### config.mk
export PLATFORM = sky130hd
export DESIGN_NAME = wdt_top
export DESIGN_NICKNAME = d
export VERILOG_FILES = /design/src/core/wdt_pkg.sv /design/src/core/wdt_counter.sv /design/src/core/wdt_top.sv
export SDC_FILE = /design/constraint.sdc
export NUM_CORES = 1
export LEC_CHECK = 0
export BUFFER_PORTS_ARGS = -buffer_cell sky130_fd_sc_hd__buf_4
export CORE_ASPECT_RATIO = 1.4
export CORE_MARGIN = 3
export CORE_UTILIZATION = 45
export DETAILED_ROUTE_END_ITERATION = 6
export PLACE_DENSITY_LB_ADDON = 0.25
export SYNTH_ARGS = -nofsm -noshare
export SYNTH_HDL_FRONTEND = slang
export SYNTH_SLANG_ARGS = --single-unit
### constraint.sdc
create_clock -name i_clk_sys -period 3.6 [get_ports i_clk_sys]
set_input_delay 0.72 -clock i_clk_sys [delete_from_list [all_inputs] [get_ports i_clk_sys]]
set_output_delay 0.72 -clock i_clk_sys [all_outputs]
set_load 0.01 [all_outputs]
### src/core/wdt_pkg.sv
// constants, offsets and reset values shared by the watchdog files
package wdt_pkg;

    localparam logic [11:0] OFS_LOAD     = 12'h000;
    localparam logic [11:0] OFS_VALUE    = 12'h004;
    localparam logic [11:0] OFS_CONTROL  = 12'h008;
    localparam logic [11:0] OFS_INTCLR   = 12'h00c;
    localparam logic [11:0] OFS_RIS      = 12'h010;
    localparam logic [11:0] OFS_MIS      = 12'h014;
    localparam logic [11:0] OFS_LOCK     = 12'hc00;
    localparam logic [11:0] OFS_ITCR     = 12'hf00;
    localparam logic [11:0] OFS_ITOP     = 12'hf04;
    localparam logic [11:0] OFS_PID4     = 12'hfd0;
    localparam logic [11:0] OFS_PID5     = 12'hfd4;
    localparam logic [11:0] OFS_PID6     = 12'hfd8;
    localparam logic [11:0] OFS_PID7     = 12'hfdc;
    localparam logic [11:0] OFS_PID0     = 12'hfe0;
    localparam logic [11:0] OFS_PID1     = 12'hfe4;
    localparam logic [11:0] OFS_PID2     = 12'hfe8;
    localparam logic [11:0] OFS_PID3     = 12'hfec;
    localparam logic [11:0] OFS_CID0     = 12'hff0;
    localparam logic [11:0] OFS_CID1     = 12'hff4;
    localparam logic [11:0] OFS_CID2     = 12'hff8;
    localparam logic [11:0] OFS_CID3     = 12'hffc;

    localparam logic [31:0] LOCK_KEY     = 32'h1acce551;

    // field positions
    localparam int CTRL_IRQ_ENABLE_BIT_BIT        = 0;
    localparam int CTRL_RESET_ENABLE_BIT_BIT        = 1;
    localparam int ITCR_MODE_BIT         = 0;
    localparam int ITOP_RES_BIT          = 0;
    localparam int ITOP_INT_BIT          = 1;

    // values after reset
    localparam logic [31:0] RST_LOAD     = 32'hffffffff;
    localparam logic [1:0]  RST_CTRL     = 2'h0;
    localparam logic        RST_LOCK     = 1'b0;
    localparam logic        RST_ITCR     = 1'b0;
    localparam logic [1:0]  RST_ITOP     = 2'h0;
    localparam logic [31:0] RST_VALUE    = 32'hffffffff;

    // identification bytes: values are arbitrary, not any maker's code
    localparam logic [7:0] ID_PID0       = 8'h11;
    localparam logic [7:0] ID_PID1       = 8'h22;
    localparam logic [7:0] ID_PID2       = 8'h33;
    localparam logic [7:0] ID_PID4       = 8'h44;
    localparam logic [7:0] ID_PID_UNUSED = 8'h00;
    localparam logic [3:0] ID_CUST_MOD   = 4'h0;
    localparam logic [7:0] ID_CID0       = 8'h55;
    localparam logic [7:0] ID_CID1       = 8'h66;
    localparam logic [7:0] ID_CID2       = 8'h77;
    localparam logic [7:0] ID_CID3       = 8'h88;

    typedef struct packed {
        logic [31:0] load;
        logic [1:0]  ctrl;
        logic        lock;
        logic        itcr;
        logic [1:0]  itop;
        logic [31:0] rdata;
    } wdt_regs_t;

    typedef struct packed {
        logic [31:0] value;
        logic        ris;
        logic        res;
    } wdt_cnt_t;

endpackage

### src/core/wdt_counter.sv
// watchdog countdown, raw interrupt and raw timeout reset
`timescale 1ns/1ps
module wdt_counter
    import wdt_pkg::*;
(
    input  wire logic        i_clk_sys,
    input  wire logic        i_counter_domain_reset_n,
    input  wire logic        i_counter_clock_enable,
    input  wire logic        i_run,
    input  wire logic [31:0] i_load_value,
    input  wire logic        i_reload,
    input  wire logic        i_irq_clear,
    output logic      [31:0] o_value,
    output logic             o_raw_irq,
    output logic             o_raw_reset
);

    wdt_cnt_t cnt_r;
    wdt_cnt_t cnt_nxt;

    always_comb begin
        cnt_nxt = cnt_r;
        if (i_irq_clear) begin
            cnt_nxt.ris = 1'b0;
        end
        if (i_reload || i_irq_clear) begin
            cnt_nxt.value = i_load_value;
        end else if (i_counter_clock_enable && i_run) begin
            if (cnt_r.value == 32'h0) begin
                // a second timeout with the irq still pending fires the reset
                if (cnt_r.ris) begin
                    cnt_nxt.res = 1'b1;
                end
                cnt_nxt.ris   = 1'b1;
                cnt_nxt.value = i_load_value;
            end else begin
                cnt_nxt.value = cnt_r.value - 32'h1;
            end
        end
    end

    always_ff @(posedge i_clk_sys or negedge i_counter_domain_reset_n) begin
        if (!i_counter_domain_reset_n) begin
            cnt_r <= '{value: RST_VALUE, ris: 1'b0, res: 1'b0};
        end else begin
            cnt_r <= cnt_nxt;
        end
    end

    assign o_value     = cnt_r.value;
    assign o_raw_irq   = cnt_r.ris;
    assign o_raw_reset = cnt_r.res;

endmodule

### src/core/wdt_top.sv
// watchdog register slave, test output override and output gating
`timescale 1ns/1ps
module wdt_top
    import wdt_pkg::*;
(
    input  wire logic        i_clk_sys,
    input  wire logic        i_sys_rst,
    input  wire logic        i_counter_domain_reset_n,
    input  wire logic        i_counter_clock_enable,
    input  wire logic [3:0]  i_eco_revision_in,
    input  wire logic        i_psel,
    input  wire logic        i_penable,
    input  wire logic        i_pwrite,
    input  wire logic [11:2] i_paddr,
    input  wire logic [31:0] i_pwdata,
    output logic      [31:0] o_prdata,
    output logic             o_pready,
    output logic             o_pslverr,
    output logic             o_timeout_irq_out,
    output logic             o_timeout_reset_out
);

    wdt_regs_t   reg_r;
    wdt_regs_t   reg_nxt;
    logic [11:0] byte_addr;
    logic        wr_access;
    logic        wr_allowed;
    logic        rd_setup;
    logic        load_wr;
    logic        irq_enable_bit_rise;
    logic        clear_wr;
    logic        cnt_reload;
    logic [31:0] cnt_value;
    logic        raw_irq;
    logic        raw_reset;
    logic        masked_irq;
    logic        gated_reset;
    logic [31:0] rd_word;

    assign byte_addr = {i_paddr, 2'b00};
    assign wr_access = i_psel && i_penable && i_pwrite;
    assign rd_setup  = i_psel && !i_penable && !i_pwrite;
    assign wr_allowed = wr_access && !reg_r.lock;

    assign load_wr    = wr_allowed && (byte_addr == OFS_LOAD);
    assign clear_wr   = wr_allowed && (byte_addr == OFS_INTCLR);
    assign irq_enable_bit_rise = wr_allowed && (byte_addr == OFS_CONTROL)
                        && i_pwdata[CTRL_IRQ_ENABLE_BIT_BIT] && !reg_r.ctrl[CTRL_IRQ_ENABLE_BIT_BIT];
    assign cnt_reload = load_wr || irq_enable_bit_rise;

    // counter shares the bus clock, so no crossing here
    wdt_counter u_counter (
        .i_clk_sys                (i_clk_sys),
        .i_counter_domain_reset_n (i_counter_domain_reset_n),
        .i_counter_clock_enable   (i_counter_clock_enable),
        .i_run                    (reg_r.ctrl[CTRL_IRQ_ENABLE_BIT_BIT]),
        .i_load_value             (load_wr ? i_pwdata : reg_r.load),
        .i_reload                 (cnt_reload),
        .i_irq_clear              (clear_wr),
        .o_value                  (cnt_value),
        .o_raw_irq                (raw_irq),
        .o_raw_reset              (raw_reset)
    );

    assign masked_irq  = raw_irq && reg_r.ctrl[CTRL_IRQ_ENABLE_BIT_BIT];
    assign gated_reset = raw_reset && reg_r.ctrl[CTRL_RESET_ENABLE_BIT_BIT];

    // read word chosen in the setup phase, held in a flop for the access phase
    always_comb begin
        rd_word = 32'h0;
        unique case (byte_addr)
            OFS_LOAD:    rd_word = reg_r.load;
            OFS_VALUE:   rd_word = cnt_value;
            OFS_CONTROL: rd_word = {30'h0, reg_r.ctrl};
            OFS_RIS:     rd_word = {31'h0, raw_irq};
            OFS_MIS:     rd_word = {31'h0, masked_irq};
            OFS_LOCK:    rd_word = {31'h0, reg_r.lock};
            OFS_ITCR:    rd_word = {31'h0, reg_r.itcr};
            OFS_PID0:    rd_word = {24'h0, ID_PID0};
            OFS_PID1:    rd_word = {24'h0, ID_PID1};
            OFS_PID2:    rd_word = {24'h0, ID_PID2};
            OFS_PID3:    rd_word = {24'h0, i_eco_revision_in, ID_CUST_MOD};
            OFS_PID4:    rd_word = {24'h0, ID_PID4};
            OFS_PID5,
            OFS_PID6,
            OFS_PID7:    rd_word = {24'h0, ID_PID_UNUSED};
            OFS_CID0:    rd_word = {24'h0, ID_CID0};
            OFS_CID1:    rd_word = {24'h0, ID_CID1};
            OFS_CID2:    rd_word = {24'h0, ID_CID2};
            OFS_CID3:    rd_word = {24'h0, ID_CID3};
            // write-only and unmapped offsets read zero
            default:     rd_word = 32'h0;
        endcase
    end

    always_comb begin
        reg_nxt = reg_r;
        if (rd_setup) begin
            reg_nxt.rdata = rd_word;
        end
        if (wr_access && (byte_addr == OFS_LOCK)) begin
            reg_nxt.lock = (i_pwdata != LOCK_KEY);
        end
        if (wr_allowed) begin
            unique case (byte_addr)
                OFS_LOAD:    reg_nxt.load = i_pwdata;
                OFS_CONTROL: reg_nxt.ctrl = i_pwdata[1:0];
                OFS_ITCR:    reg_nxt.itcr = i_pwdata[ITCR_MODE_BIT];
                OFS_ITOP:    reg_nxt.itop = i_pwdata[1:0];
                default:     reg_nxt.itop = reg_r.itop;
            endcase
        end
    end

    always_ff @(posedge i_clk_sys or posedge i_sys_rst) begin
        if (i_sys_rst) begin
            reg_r <= '{load: RST_LOAD, ctrl: RST_CTRL, lock: RST_LOCK, itcr: RST_ITCR,
                       itop: RST_ITOP, rdata: 32'h0};
        end else begin
            reg_r <= reg_nxt;
        end
    end

    // outputs mux straight from flops so leaving test mode takes effect the same cycle
    always_comb begin
        if (reg_r.itcr) begin
            o_timeout_irq_out   = reg_r.itop[ITOP_INT_BIT];
            o_timeout_reset_out = reg_r.itop[ITOP_RES_BIT];
        end else begin
            o_timeout_irq_out   = masked_irq;
            o_timeout_reset_out = gated_reset;
        end
    end

    assign o_prdata  = reg_r.rdata;
    assign o_pready  = 1'b1;
    assign o_pslverr = 1'b0;

endmodule

Yosys cells after proc, flatten, opt, wreduce, memory -nomap -nowiden --
Index checks and enable logic that the tools add are counted.
Operators by class: add/sub/neg operators 1, multiply operators 0, div/mod/pow operators 0, $lt $le $gt $ge 0, equality and inequality tests 18, shift-type cells 0, muxes and demuxes 11, bitwise operators 1, reduce and logical (&&, ||, !) cells 28
Operator list (count):
- case mux 32 bit (16 select lines) | 1
- equality test 10 bit (second input constant) | 12
- 2-to-1 mux 32 bit | 3
- 2-to-1 mux 34 bit | 1
- logical NOT 32 bit | 1
- inequality test 32 x 29 -> 1 bit (second input constant) | 1
- subtractor 32 x 1 -> 32 bit (second input constant) | 1
- equality test 10 x 2 -> 1 bit (second input constant) | 2
- equality test 10 x 3 -> 1 bit (second input constant) | 2
- logical AND 1 bit | 14
- logical NOT 12 bit | 1
- equality test 10 x 1 -> 1 bit (second input constant) | 1
- AND reduction 2 bit | 4
- logical NOT 1 bit | 4
- 2-to-1 mux 1 bit | 4
- 2-to-1 mux 2 bit | 2
- AND reduction 4 bit | 1
- logical OR 1 bit | 2
- nonzero test 2 bit | 1
- NOT 1 bit | 1
Word-level totals: register bits 104, latch bits 0, memory bits (writable) 0, memory bits (read-only) 0, input port bits 53, output and inout bits 36, memories 0

Logic depth before layout (Yosys ltp) --
Gate-level depths: netlist of run 1.
word-level depth 10, gate-level depth with buffers 9, depth with buffers taken out 8

Modules after synthesis --
From an unflattened synthesis of run 1, not the netlist that was laid out.
Second synthesis, totals: cell total of the unflattened synthesis 621, area total of the unflattened synthesis 6089.6 µm²
By module, submodules not included:
- wdt_top | times used 1, cells each 348, area each 3792.4 µm², sequential area each 1791.7 µm²
- wdt_counter | times used 1, cells each 273, area each 2297.2 µm², sequential area each 890.9 µm²

Least setup slack after synthesis of run 1 --
No wires, ideal clock.
path kind input to register, start in i_paddr[9] in the netlist's numbering, end reg u_counter.cnt_r (netlist bit u_counter.o_value[31]), arrival 2.564 ns, path slack 0.952 ns, cell stages on the path 7, buffers on the path 1, cells stage by stage or4_4 or4_1 buf_6 nand2_1 a21boi_2 o21ai_1 a311o_1
Between the ends: longest elaborated chain between the ends 7, elaborated cells on any way between the ends 15, classes of those cells eq/ne: 2; mux: 4; reduce/logical: 9
RTL lines:
- start: declaration | line wdt_top.sv:14 | input wire logic [11:2] i_paddr,
- parallel branches: the longest is 7 deep, another holds 2-to-1 mux 34 bit
- end signal: assignment | line wdt_counter.sv:44 | cnt_r <= '{value: RST_VALUE, ris: 1'b0, res: 1'b0};
- end signal: assignment | line wdt_counter.sv:46 | cnt_r <= cnt_nxt;
- end: declaration | line wdt_counter.sv:18 | wdt_cnt_t cnt_r;
Several ways; the timed one is not identified. The select of a mux whose other input is x is not followed. A chain may end at the register's enable or synchronous reset.

Worst setup path in the final report of run 1 --
start reg u_counter.cnt_r (netlist bit u_counter.o_value[15]), end reg u_counter.cnt_r (netlist bit u_counter.o_value[20])
Between the ends: longest elaborated chain between the ends 4, elaborated cells on any way between the ends 5, classes of those cells add/sub: 1; mux: 3; reduce/logical: 1
RTL lines:
- subtractor 32 x 1 -> 32 bit / logical NOT 32 bit (equally long branches) | line wdt_counter.sv:37, wdt_counter.sv:29
- 2-to-1 mux 32 bit (*) | line wdt_counter.sv:29 | if (cnt_r.value == 32'h0) begin
- 2-to-1 mux 34 bit (*) | line wdt_counter.sv:28 | end else if (i_counter_clock_enable && i_run) begin
- 2-to-1 mux 32 bit (*) | line wdt_counter.sv:26 | if (i_reload || i_irq_clear) begin
Mark *: on every way between the ends. The rest lies on a longest branch, timed or not. The select of a mux whose other input is x is not followed.

==> flow_results.org, run 1 <==
** Flow run
- Max-cap violations in this run came to 0.

** Worst setup path
- Data arrival time at the worst-slack endpoint :: 3.20 ns
- For this run, the slowest stage of the critical path takes 0.64 ns.
- Data required time of the critical path :: 3.89 ns
- Together, buffers and inverters on the worst path number 1.
- In this design, the largest share of critical-path delay is due to simple AND/OR/NAND/NOR gates.
- Destination of the worst register-to-register timing path :: u_counter.o_value[20]$_DFFE_PN1P_
- Critical Path Start Type :: flip-flop
- The number of cells on the worst reg-to-reg path is 7.
- The worst setup path is of the flip-flop to flip-flop kind.
- The most numerous cell type found on the critical path is sky130_fd_sc_hd__nor3_1.
- Maximum fanout encountered on the critical timing path :: 19
- Slowest stage cell on the critical path :: sky130_fd_sc_hd__nor3_1
- STA classifies the critical path endpoint as a flip-flop.
- Worst reg2reg setup slack :: 0.69 ns
- In this run the critical register-to-register path is launched from u_counter.o_value[15]$_DFFE_PN1P_.
- Cell-by-cell listing of the critical path :: nor3_1 > nand3_1 > nor3_1 > a31oi_2 > buf_4 > o311a_1 > nor2_1

** Pwr
- Total net switching power :: 0.6797 mW
- Part of the total power dissipated in combinational logic :: 12.5%
- Switching power share of the total :: 25.89%
- Int Power :: 1.946 mW
- Reg power frac :: 48.8%
- Cell leakage power :: 2.865 nW
- Across the VDD grid, the largest voltage drop is 0.2428 mV.
- Pwr/cell area :: 380.1 nW/um^2
- Clock power frac :: 38.6%

** Outcome
- The flow ran to the end, and the final reports show no timing, DRC or antenna violations.

** STA
- Adding up every negative setup slack in the final design gives 0 ns.
- Post-route worst setup slack :: 0.6877 ns
- Share of the cycle needed by the critical path after routing :: 80.90%
- Final Setup Violations :: 0
- Highest clock frequency the design can meet :: 343.4 MHz
- Headroom to the max-slew limit :: 40.33%
- Max-slew violation count :: 0
- For the pin with the worst max-slew slack, the measured transition is 0.8922 ns.
- For the final database, setup skew stands at 0.01135 ns.
- Setup repair after global routing missed its margin :: false
- Final hold viol count :: 0
- Final worst path period need :: 2.912 ns
- Final hold slack :: 0.3359 ns

** Floorplanning
- Number of cell rows :: 49
- The die covers 14820 um^2.
- Boundary Pins :: 89
- Chip height :: 142.9 um
- Core area :: 13000 um^2
- Starting utilization of the core area :: 46.32%
- From left edge to right edge, the die measures 103.8 um.

** Yosys
- Yosys mapped the design onto 68 distinct sky130hd cell types.
- Gate Count Post-Synth :: 662
- Of the total synthesized cell area, the portion taken by XOR and XNOR cells is 1.600%.
- Avg Cell Area, Syn :: 9.095 um^2
- Summing the areas of all fa, ha and maj instances in the mapped netlist gives 0.5819% of the synthesized area.
- Summing the areas of all compound-gate instances in the mapped netlist gives 17.66% of the synthesized area.
- Mapped Area :: 6021 um^2
- Total nets after synthesis :: 717
- Synth async-reset ratio :: 100.0%
- Sequential-to-total area share from yosys stat :: 44.56%
- In this run, synthesis produced a sequential element count of 104.
- Counting flops with a built-in enable in the synthesized netlist gives 0.
- The Yosys step of the flow raised 0 warnings.
- By area, the combinational part of the netlist is dominated by simple AND/OR/NAND/NOR gates.
- For this run, the leading register cell type out of synthesis is sky130_fd_sc_hd__dfstp_2.
- Proportion of synthesized area in mux cells :: 5.486%
- After Yosys synthesis, and, or, nand and nor cells account for 22.55% of the synthesized area.

** GRT
- Maximum number of pins on one net before global-route repair :: 65
- First-pass GRT wire length :: 27210 um
- The initial antenna violation count is 0.
- Overall routing resource usage :: 23.00%
- Via count of the first global-routing pass :: 5191
- Global-route congestion overflow total :: 0

** Final layout
- With fillers left out, the area of the finished cells amounts to 6908 um^2.
- In the final layout, the multi-input gates occupy 2908 um^2.
- Cell Count, Final, Fillers Out :: 888
- After the last flow step, the layout net total stands at 760.
- Area used by sequential logic in the layout :: 2683 um^2
- Fraction of layout cells with a size suffix above 1 :: 32.68%
- Area growth, synth to finish :: 14.73%
- Antenna diode count :: 0
- Layout filler cell count :: 1233

** Place
- At the end of routability-driven placement, the weighted congestion stood at 0.8725.
- Pre-CTS setup slack :: 0.3565 ns
- In this run the tool buffered the top-level ports with 86 buffer cells.
- Detailed placement ended at an HPWL of 12480 um.
- Placement Cell Area :: 6605 um^2
- After detailed placement, the design holds a cell count of 872.

** Drt
- 1st-iter DRT viols :: 396
- Across all layers, the routed design uses 5212 vias.
- Final antenna-violating net count :: 0
- For this run, design rule violations remaining after detail routing come to 0.
- Per-cell routed wire length :: 19.35 um
- The first TritonRoute pass finished after 6 iterations.
- Using the TritonRoute via totals, the vias-per-cell ratio works out to 5.869.
- The final layout contains routed wiring with a total length of 17190 um.

** CTS
- In this run, post-CTS repair resized a total of 0 instances.
- Clock latency on the worst-skew pair, taken at its later pin, is 0.36 ns.
- After clock tree synthesis, the clock-pin slew on the worst setup and hold paths is 0.07 ns.
- The number of clock buffers added by TritonCTS is 9.
- The cell sitting at the root of the clock tree is a sky130_fd_sc_hd__clkbuf_16.
- CTS sink count :: 104
- After clock tree synthesis, the setup repair step added 0 buffers.
- Number of H-tree levels :: 3
- Max Buffers Root-to-Sink :: 2
- TritonCTS built the clock tree.
- Cts-stage hold buffer count :: 0

** Hold path
- Hold WC Path Type :: primary input to asynchronous set/reset pin
==> how the worst max path moves through the flow <==
stage	start	end	slack [ns]	depth (start not counted)
2_1_floorplan	i_paddr[9]	u_counter.o_value[31]$_DFFE_PN1P_	0.95	7
4_1_cts	i_paddr[9]	u_counter.o_value[31]$_DFFE_PN1P_	0.73	7
5_1_grt	u_counter.o_value[15]$_DFFE_PN1P_	u_counter.o_value[20]$_DFFE_PN1P_	0.44	7
6_report	u_counter.o_value[15]$_DFFE_PN1P_	u_counter.o_value[20]$_DFFE_PN1P_	0.69	7
3_5_place_dp	i_paddr[9]	u_counter.o_value[31]$_DFFE_PN1P_	0.36	7
3_3_place_gp	i_paddr[9]	u_counter.o_value[31]$_DFFE_PN1P_	0.40	7
==> Yosys cell counts (all sizes together) (7+ instances only) <==
cell	count	share of area [%]
nand2	72	4.5
nor2	84	5.2
buf	42	5.2
a22oi	25	3.1
a31oi	11	1.4
xnor2	7	1.0
nor3	27	2.4
nor4	12	1.5
mux2	28	5.5
nand3	15	1.2
clkbuf	27	1.7
or3	12	1.2
inv	9	0.56
dfrtp	40	17
dfstp	64	28
o211ai	7	0.96
or4	10	1.4
o21ai	18	1.5
a21oi	57	4.7
o22ai	8	0.83
nand4	11	1.1
==> sequential cells by signal, summed over array words and instances, names as in the netlist <==
signal and flops:
reg_r 38, o_prdata 32, u_counter.o_value 32, u_counter.o_raw_irq 1, u_counter.o_raw_reset 1
==> cell type report <==
type	count	share of cell area, %
repair buffers	101	10.98
clock inverters	7	1.123
inverters	9	0.4890
multi-input cells	480	42.09
clock buffers	9	3.260
flip-flops and latches	104	38.83
well taps	178	3.224
==> per-stage QoR <==
| step | util, % | power [mW] |
|---|---|---|
| floorplan | - | 1.518 |
| global placement | 50.82 | 1.628 |
| detailed placement | 50.82 | 1.636 |
| CTS | 53.15 | 2.640 |
| global route | 53.15 | 2.730 |
| finish | 53.15 | 2.626 |
==> cell families (layout without fill, tap and decap cells) <==
| logic type | after synthesis | in the layout |
|---|---|---|
| AND/OR/NAND/NOR | 275 | 275 |
| AO/OA/AOI/OAI | 161 | 161 |
| flip-flops | 104 | 104 |
| buffers and inverters | 78 | 126 |
| multiplexers | 28 | 28 |
| XOR/XNOR | 11 | 11 |
| adder cells (fa/ha/maj) | 3 | 3 |
| other | 2 | 2 |
==> routing by layer <==
| metal | global-route usage (%) | share of wire, % |
|---|---|---|
| met1 | 27.53 | 40 |
| met2 | 41.52 | 53 |
| met3 | 3.302 | 4.8 |
| met4 | 9.874 | 2.9 |
| met5 | 0 | 0 |
==> worst reg2reg max path, delay by kind of cell (launching register included) <==
kind	cells	cell delay [ns]
DFF	1	0.41
AOI/OAI and AO/OA	2	0.61
buffers and inverters	1	0.37
and+or+nand+nor	4	1.45
==> power by group through the flow <==
stage | Sequential [mW] | Clock [mW] | Combinational (mW)
after floorplan | 1.29 | 0 | 0.229
after CTS | 1.28 | 1.02 | 0.334
after detailed placement | 1.30 | 0 | 0.333
after global routing | 1.29 | 1.08 | 0.362
final | 1.28 | 1.01 | 0.329
after global placement | 1.30 | 0 | 0.327
==> cells in the final DEF (no fill, tap or decap), types with 3 or more instances in the layout <==
cell type / netlist / routed
sky130_fd_sc_hd__nand4_1: 11 / 11
sky130_fd_sc_hd__nor4b_1: 3 / 3
sky130_fd_sc_hd__nor4bb_1: 3 / 3
sky130_fd_sc_hd__mux2_2: 24 / 24
sky130_fd_sc_hd__nor3_1: 25 / 25
sky130_fd_sc_hd__or2_2: 3 / 3
sky130_fd_sc_hd__mux2_4: 4 / 4
sky130_fd_sc_hd__nor2_1: 84 / 82
sky130_fd_sc_hd__buf_4: 34 / 101
sky130_fd_sc_hd__or4_1: 8 / 7
sky130_fd_sc_hd__xnor2_1: 7 / 7
sky130_fd_sc_hd__o211ai_1: 6 / 6
sky130_fd_sc_hd__and3_1: 6 / 6
sky130_fd_sc_hd__a22oi_1: 25 / 25
sky130_fd_sc_hd__or3_1: 12 / 12
sky130_fd_sc_hd__xor2_1: 4 / 4
sky130_fd_sc_hd__nand2_1: 72 / 72
sky130_fd_sc_hd__o22ai_1: 8 / 8
sky130_fd_sc_hd__and2_1: 4 / 4
sky130_fd_sc_hd__a31oi_1: 10 / 9
sky130_fd_sc_hd__o21ai_0: 16 / 16
sky130_fd_sc_hd__nand3_1: 15 / 15
sky130_fd_sc_hd__o31ai_1: 4 / 4
sky130_fd_sc_hd__dfstp_2: 64 / 64
sky130_fd_sc_hd__nand2b_1: 4 / 4
sky130_fd_sc_hd__inv_1: 9 / 8
sky130_fd_sc_hd__a221oi_1: 6 / 6
sky130_fd_sc_hd__a21boi_0: 3 / 3
sky130_fd_sc_hd__a21oi_1: 57 / 57
sky130_fd_sc_hd__dfrtp_1: 40 / 40
sky130_fd_sc_hd__clkbuf_16: 0 / 9
sky130_fd_sc_hd__nor4_1: 11 / 11
Note: power is estimated with default switching activity, not from simulation.
==> run 2, diff against run 1 <==
==> constraint.sdc (replaced) <==
create_clock -name i_clk_sys -period 2.9 [get_ports i_clk_sys]
set_input_delay 0.58 -clock i_clk_sys [delete_from_list [all_inputs] [get_ports i_clk_sys]]
set_output_delay 0.58 -clock i_clk_sys [all_outputs]
set_load 0.01 [all_outputs]
==> run 2 against run 1 <==
Design area is 3.0% higher. Die area unchanged. Combinational power up 26%. Via count is 1.5% higher. Final cell count up 2.1%. Clock power increased by 29%. Flip-flop and latch count did not move. Critical path depth is the same.
==> flow_results.org, run 2 (synthesis results as in run 1) <==
** Outcome
- Run status :: finished, final reports clean

** Final layout
- Core occupancy in the finished layout :: 54.72%
- The finished layout holds 907 standard cells, fillers aside.
- In the final layout, the multi-input gates occupy 2908 um^2.
- Most used cells in the layout excluding fill and tap cells :: sky130_fd_sc_hd__buf_4, sky130_fd_sc_hd__nor2_1, sky130_fd_sc_hd__nand2_1
- After the last flow step, the layout net total stands at 779.
- Commonest non-fill, non-tap cell in the layout :: sky130_fd_sc_hd__buf_4
- In the final layout, flip-flops and latches occupy 2683 um^2.
- Flip-flop count of the largest register after layout :: 38
- The layout has 1212 filler cells.
- In the final layout, the share of cells above drive strength 1 is 34.16%.
- Relative to the synthesized area, the layout overhead comes to 18.12%.
- Register bank with the most flops :: reg_r
- After routing the design area is 7112 um^2.
- The number of antenna diodes in the final layout is 0.

** Place
- Including well taps, the total number of placed cells is 891.
- Routability-driven placement finished with a final weighted congestion of 0.9074.
- Buffers placed on the I/O ports in this run total 86.
- HPWL Detailed :: 12360 um
- After detailed placement, the total cell area comes to 6798 um^2.
- Pre-CTS setup slack :: -0.007165 ns

** STA
- The number of slew-limit violations in the final report is 0.
- In this run the tightest slew margin relative to its limit is 58.00%.
- Final hold viol count :: 0
- Clock skew on the completed layout was measured at 0.005788 ns.
- For this run, the top clock speed supported by timing is 391.5 MHz.
- The worst path in the final design needs a cycle of 2.554 ns, including I/O delays and setup.
- Setup repair after global routing missed its margin :: false
- Post-route worst setup slack :: 0.3458 ns
- At the pin with the least slew margin, the transition time is 0.6281 ns.
- Final hold slack :: 0.2104 ns
- Share of the cycle needed by the critical path after routing :: 88.08%
- In the final timing run, aggregate negative setup slack is 0 ns.
- Final Setup Violations :: 0

** Pwr
- Across the VDD grid, the largest voltage drop is 0.2812 mV.
- Cell leakage power :: 2.971 nW
- Pwr/cell area :: 464.8 nW/um^2
- Summing internal, switching and leakage power gives 3.306 mW.

** CTS
- CTS tree :: built
- Clock tree synthesis selected as its root buffer the cell sky130_fd_sc_hd__clkbuf_16.
- Number of H-tree levels :: 3
- Clock buffer count from CTS :: 9
- CTS sink count :: 104
- Clock-pin slew was measured on the worst setup and hold paths at 0.07 ns.
- The clock reaches the later pin of the worst-skew pair after 0.35 ns.
- Cts-stage hold buffer count :: 0
- PostCTS Resize Cnt :: 0
- Max Buffers Root-to-Sink :: 2
- Buffers added to address setup during post-CTS repair amount to 0.

** Drt
- For this block, the routed nets add up to 16820 um of wire.
- Final antenna-violating net count :: 0
- Count of vias placed by the detailed router :: 5292
- Detailed-route vias per instance :: 5.835
- After detailed routing, the average wire length per cell comes to 18.55 um.
- In the routed design, unresolved DRC markers number 0.
- The detailed router finished its first iteration with 391 violations.
- The pre-antenna-repair detailed-routing pass consisted of 5 iterations.

** Worst setup path
- The critical path is of the primary input to flip-flop type.
- Worst reg2reg setup slack :: 0.41 ns
- For the worst setup path, the data arrival time is 2.82 ns.
- Data required time of the critical path :: 3.16 ns
- Of all nets on the critical path, the largest fanout is 15.
- The worst setup path is launched from a primary input.
- The worst setup path is captured at a flip-flop.

** Floorplanning
- Die X-Extent :: 103.8 um
- Total Die Area :: 14820 um^2
- Starting utilization of the core area :: 46.32%
- Core area :: 13000 um^2
- After floorplanning, the core was divided into 49 placement rows.
- Boundary Pins :: 89
- Measured along the y axis, the die boundary spans 142.9 um.

** GRT
- Via count of the first global-routing pass :: 5203
- Maximum number of pins on one net before global-route repair :: 65
- First-pass GRT wire length :: 26960 um
- The total overflow left after global routing is 0.
- The initial antenna violation count came to 0.
- Overall routing resource usage :: 22.57%

** Flow run
- MaxCap Viol Count :: 0

** Hold path
- The min-delay analysis places its worst path in the category primary input to asynchronous set/reset pin.
[run 2: cell count changes in the layout (fill, tap and decap cells not counted)]
| cell | change |
|---|---|
| sky130_fd_sc_hd__buf_12 | +4 |
| sky130_fd_sc_hd__buf_4 | +15 |
| sky130_fd_sc_hd__bufinv_16 | +1 |
| sky130_fd_sc_hd__clkbuf_1 | +2 |
| sky130_fd_sc_hd__inv_6 | -2 |
| sky130_fd_sc_hd__clkinv_4 | -1 |
[run 2: final cells by class]
| type | count | share of cell area, % |
|---|---|---|
| sequential | 104 | 37.72 |
| timing repair buffer | 120 | 13.37 |
| inverter | 9 | 0.4750 |
| clock buffer | 11 | 3.272 |
| clock inverter | 5 | 1.144 |
| tap | 178 | 3.132 |
| multi-input combinational | 480 | 40.89 |
[run 2: power breakdown]
part	total, mW	internal, mW	leakage, nW	switching [mW]
registers	1.59	1.54	1.16	0.0506
clock network	1.30	0.758	0.150	0.540
logic	0.416	0.206	1.67	0.210
[run 2: per-layer routing]
| layer | wire [um] | track usage, % | part of all wire (%) | vias up |
|---|---|---|---|---|
| met5 | 0 | 0 | 0 | - |
| met4 | 509 | 9.104 | 3.0 | 0 |
| li1 | - | - | - | 2505 |
| met1 | 6746 | 27.11 | 40 | 2563 |
| met2 | 8854 | 41.34 | 53 | 187 |
| met3 | 713 | 2.714 | 4.2 | 37 |
[run 2: worst paths after layout]
check	start	endpoint	cells after the start
worst max register to register	u_counter.o_value[10]$_DFFE_PN1P_	u_counter.o_value[21]$_DFFE_PN1P_	6
max in group asynchronous	i_sys_rst	reg_r[69]$_DFFE_PP1P_	3
min in group i_clk_sys	i_pwdata[11]	reg_r[49]$_DFFE_PP1P_	3
worst max-delay path	i_paddr[9]	u_counter.o_value[14]$_DFFE_PN1P_	7
worst min-delay path	i_counter_domain_reset_n	u_counter.o_raw_reset$_DFFE_PN0P_	1
worst min register to register	reg_r[49]$_DFFE_PP1P_	reg_r[49]$_DFFE_PP1P_	2
[run 2: critical path, cell delays in order]
cell and delay (ns):
sky130_fd_sc_hd__buf_4 0.11, sky130_fd_sc_hd__or4_4 0.53, sky130_fd_sc_hd__or4_2 0.81, sky130_fd_sc_hd__buf_4 0.26
sky130_fd_sc_hd__or2_2 0.30, sky130_fd_sc_hd__o2111ai_1 0.10, sky130_fd_sc_hd__o211ai_1 0.11
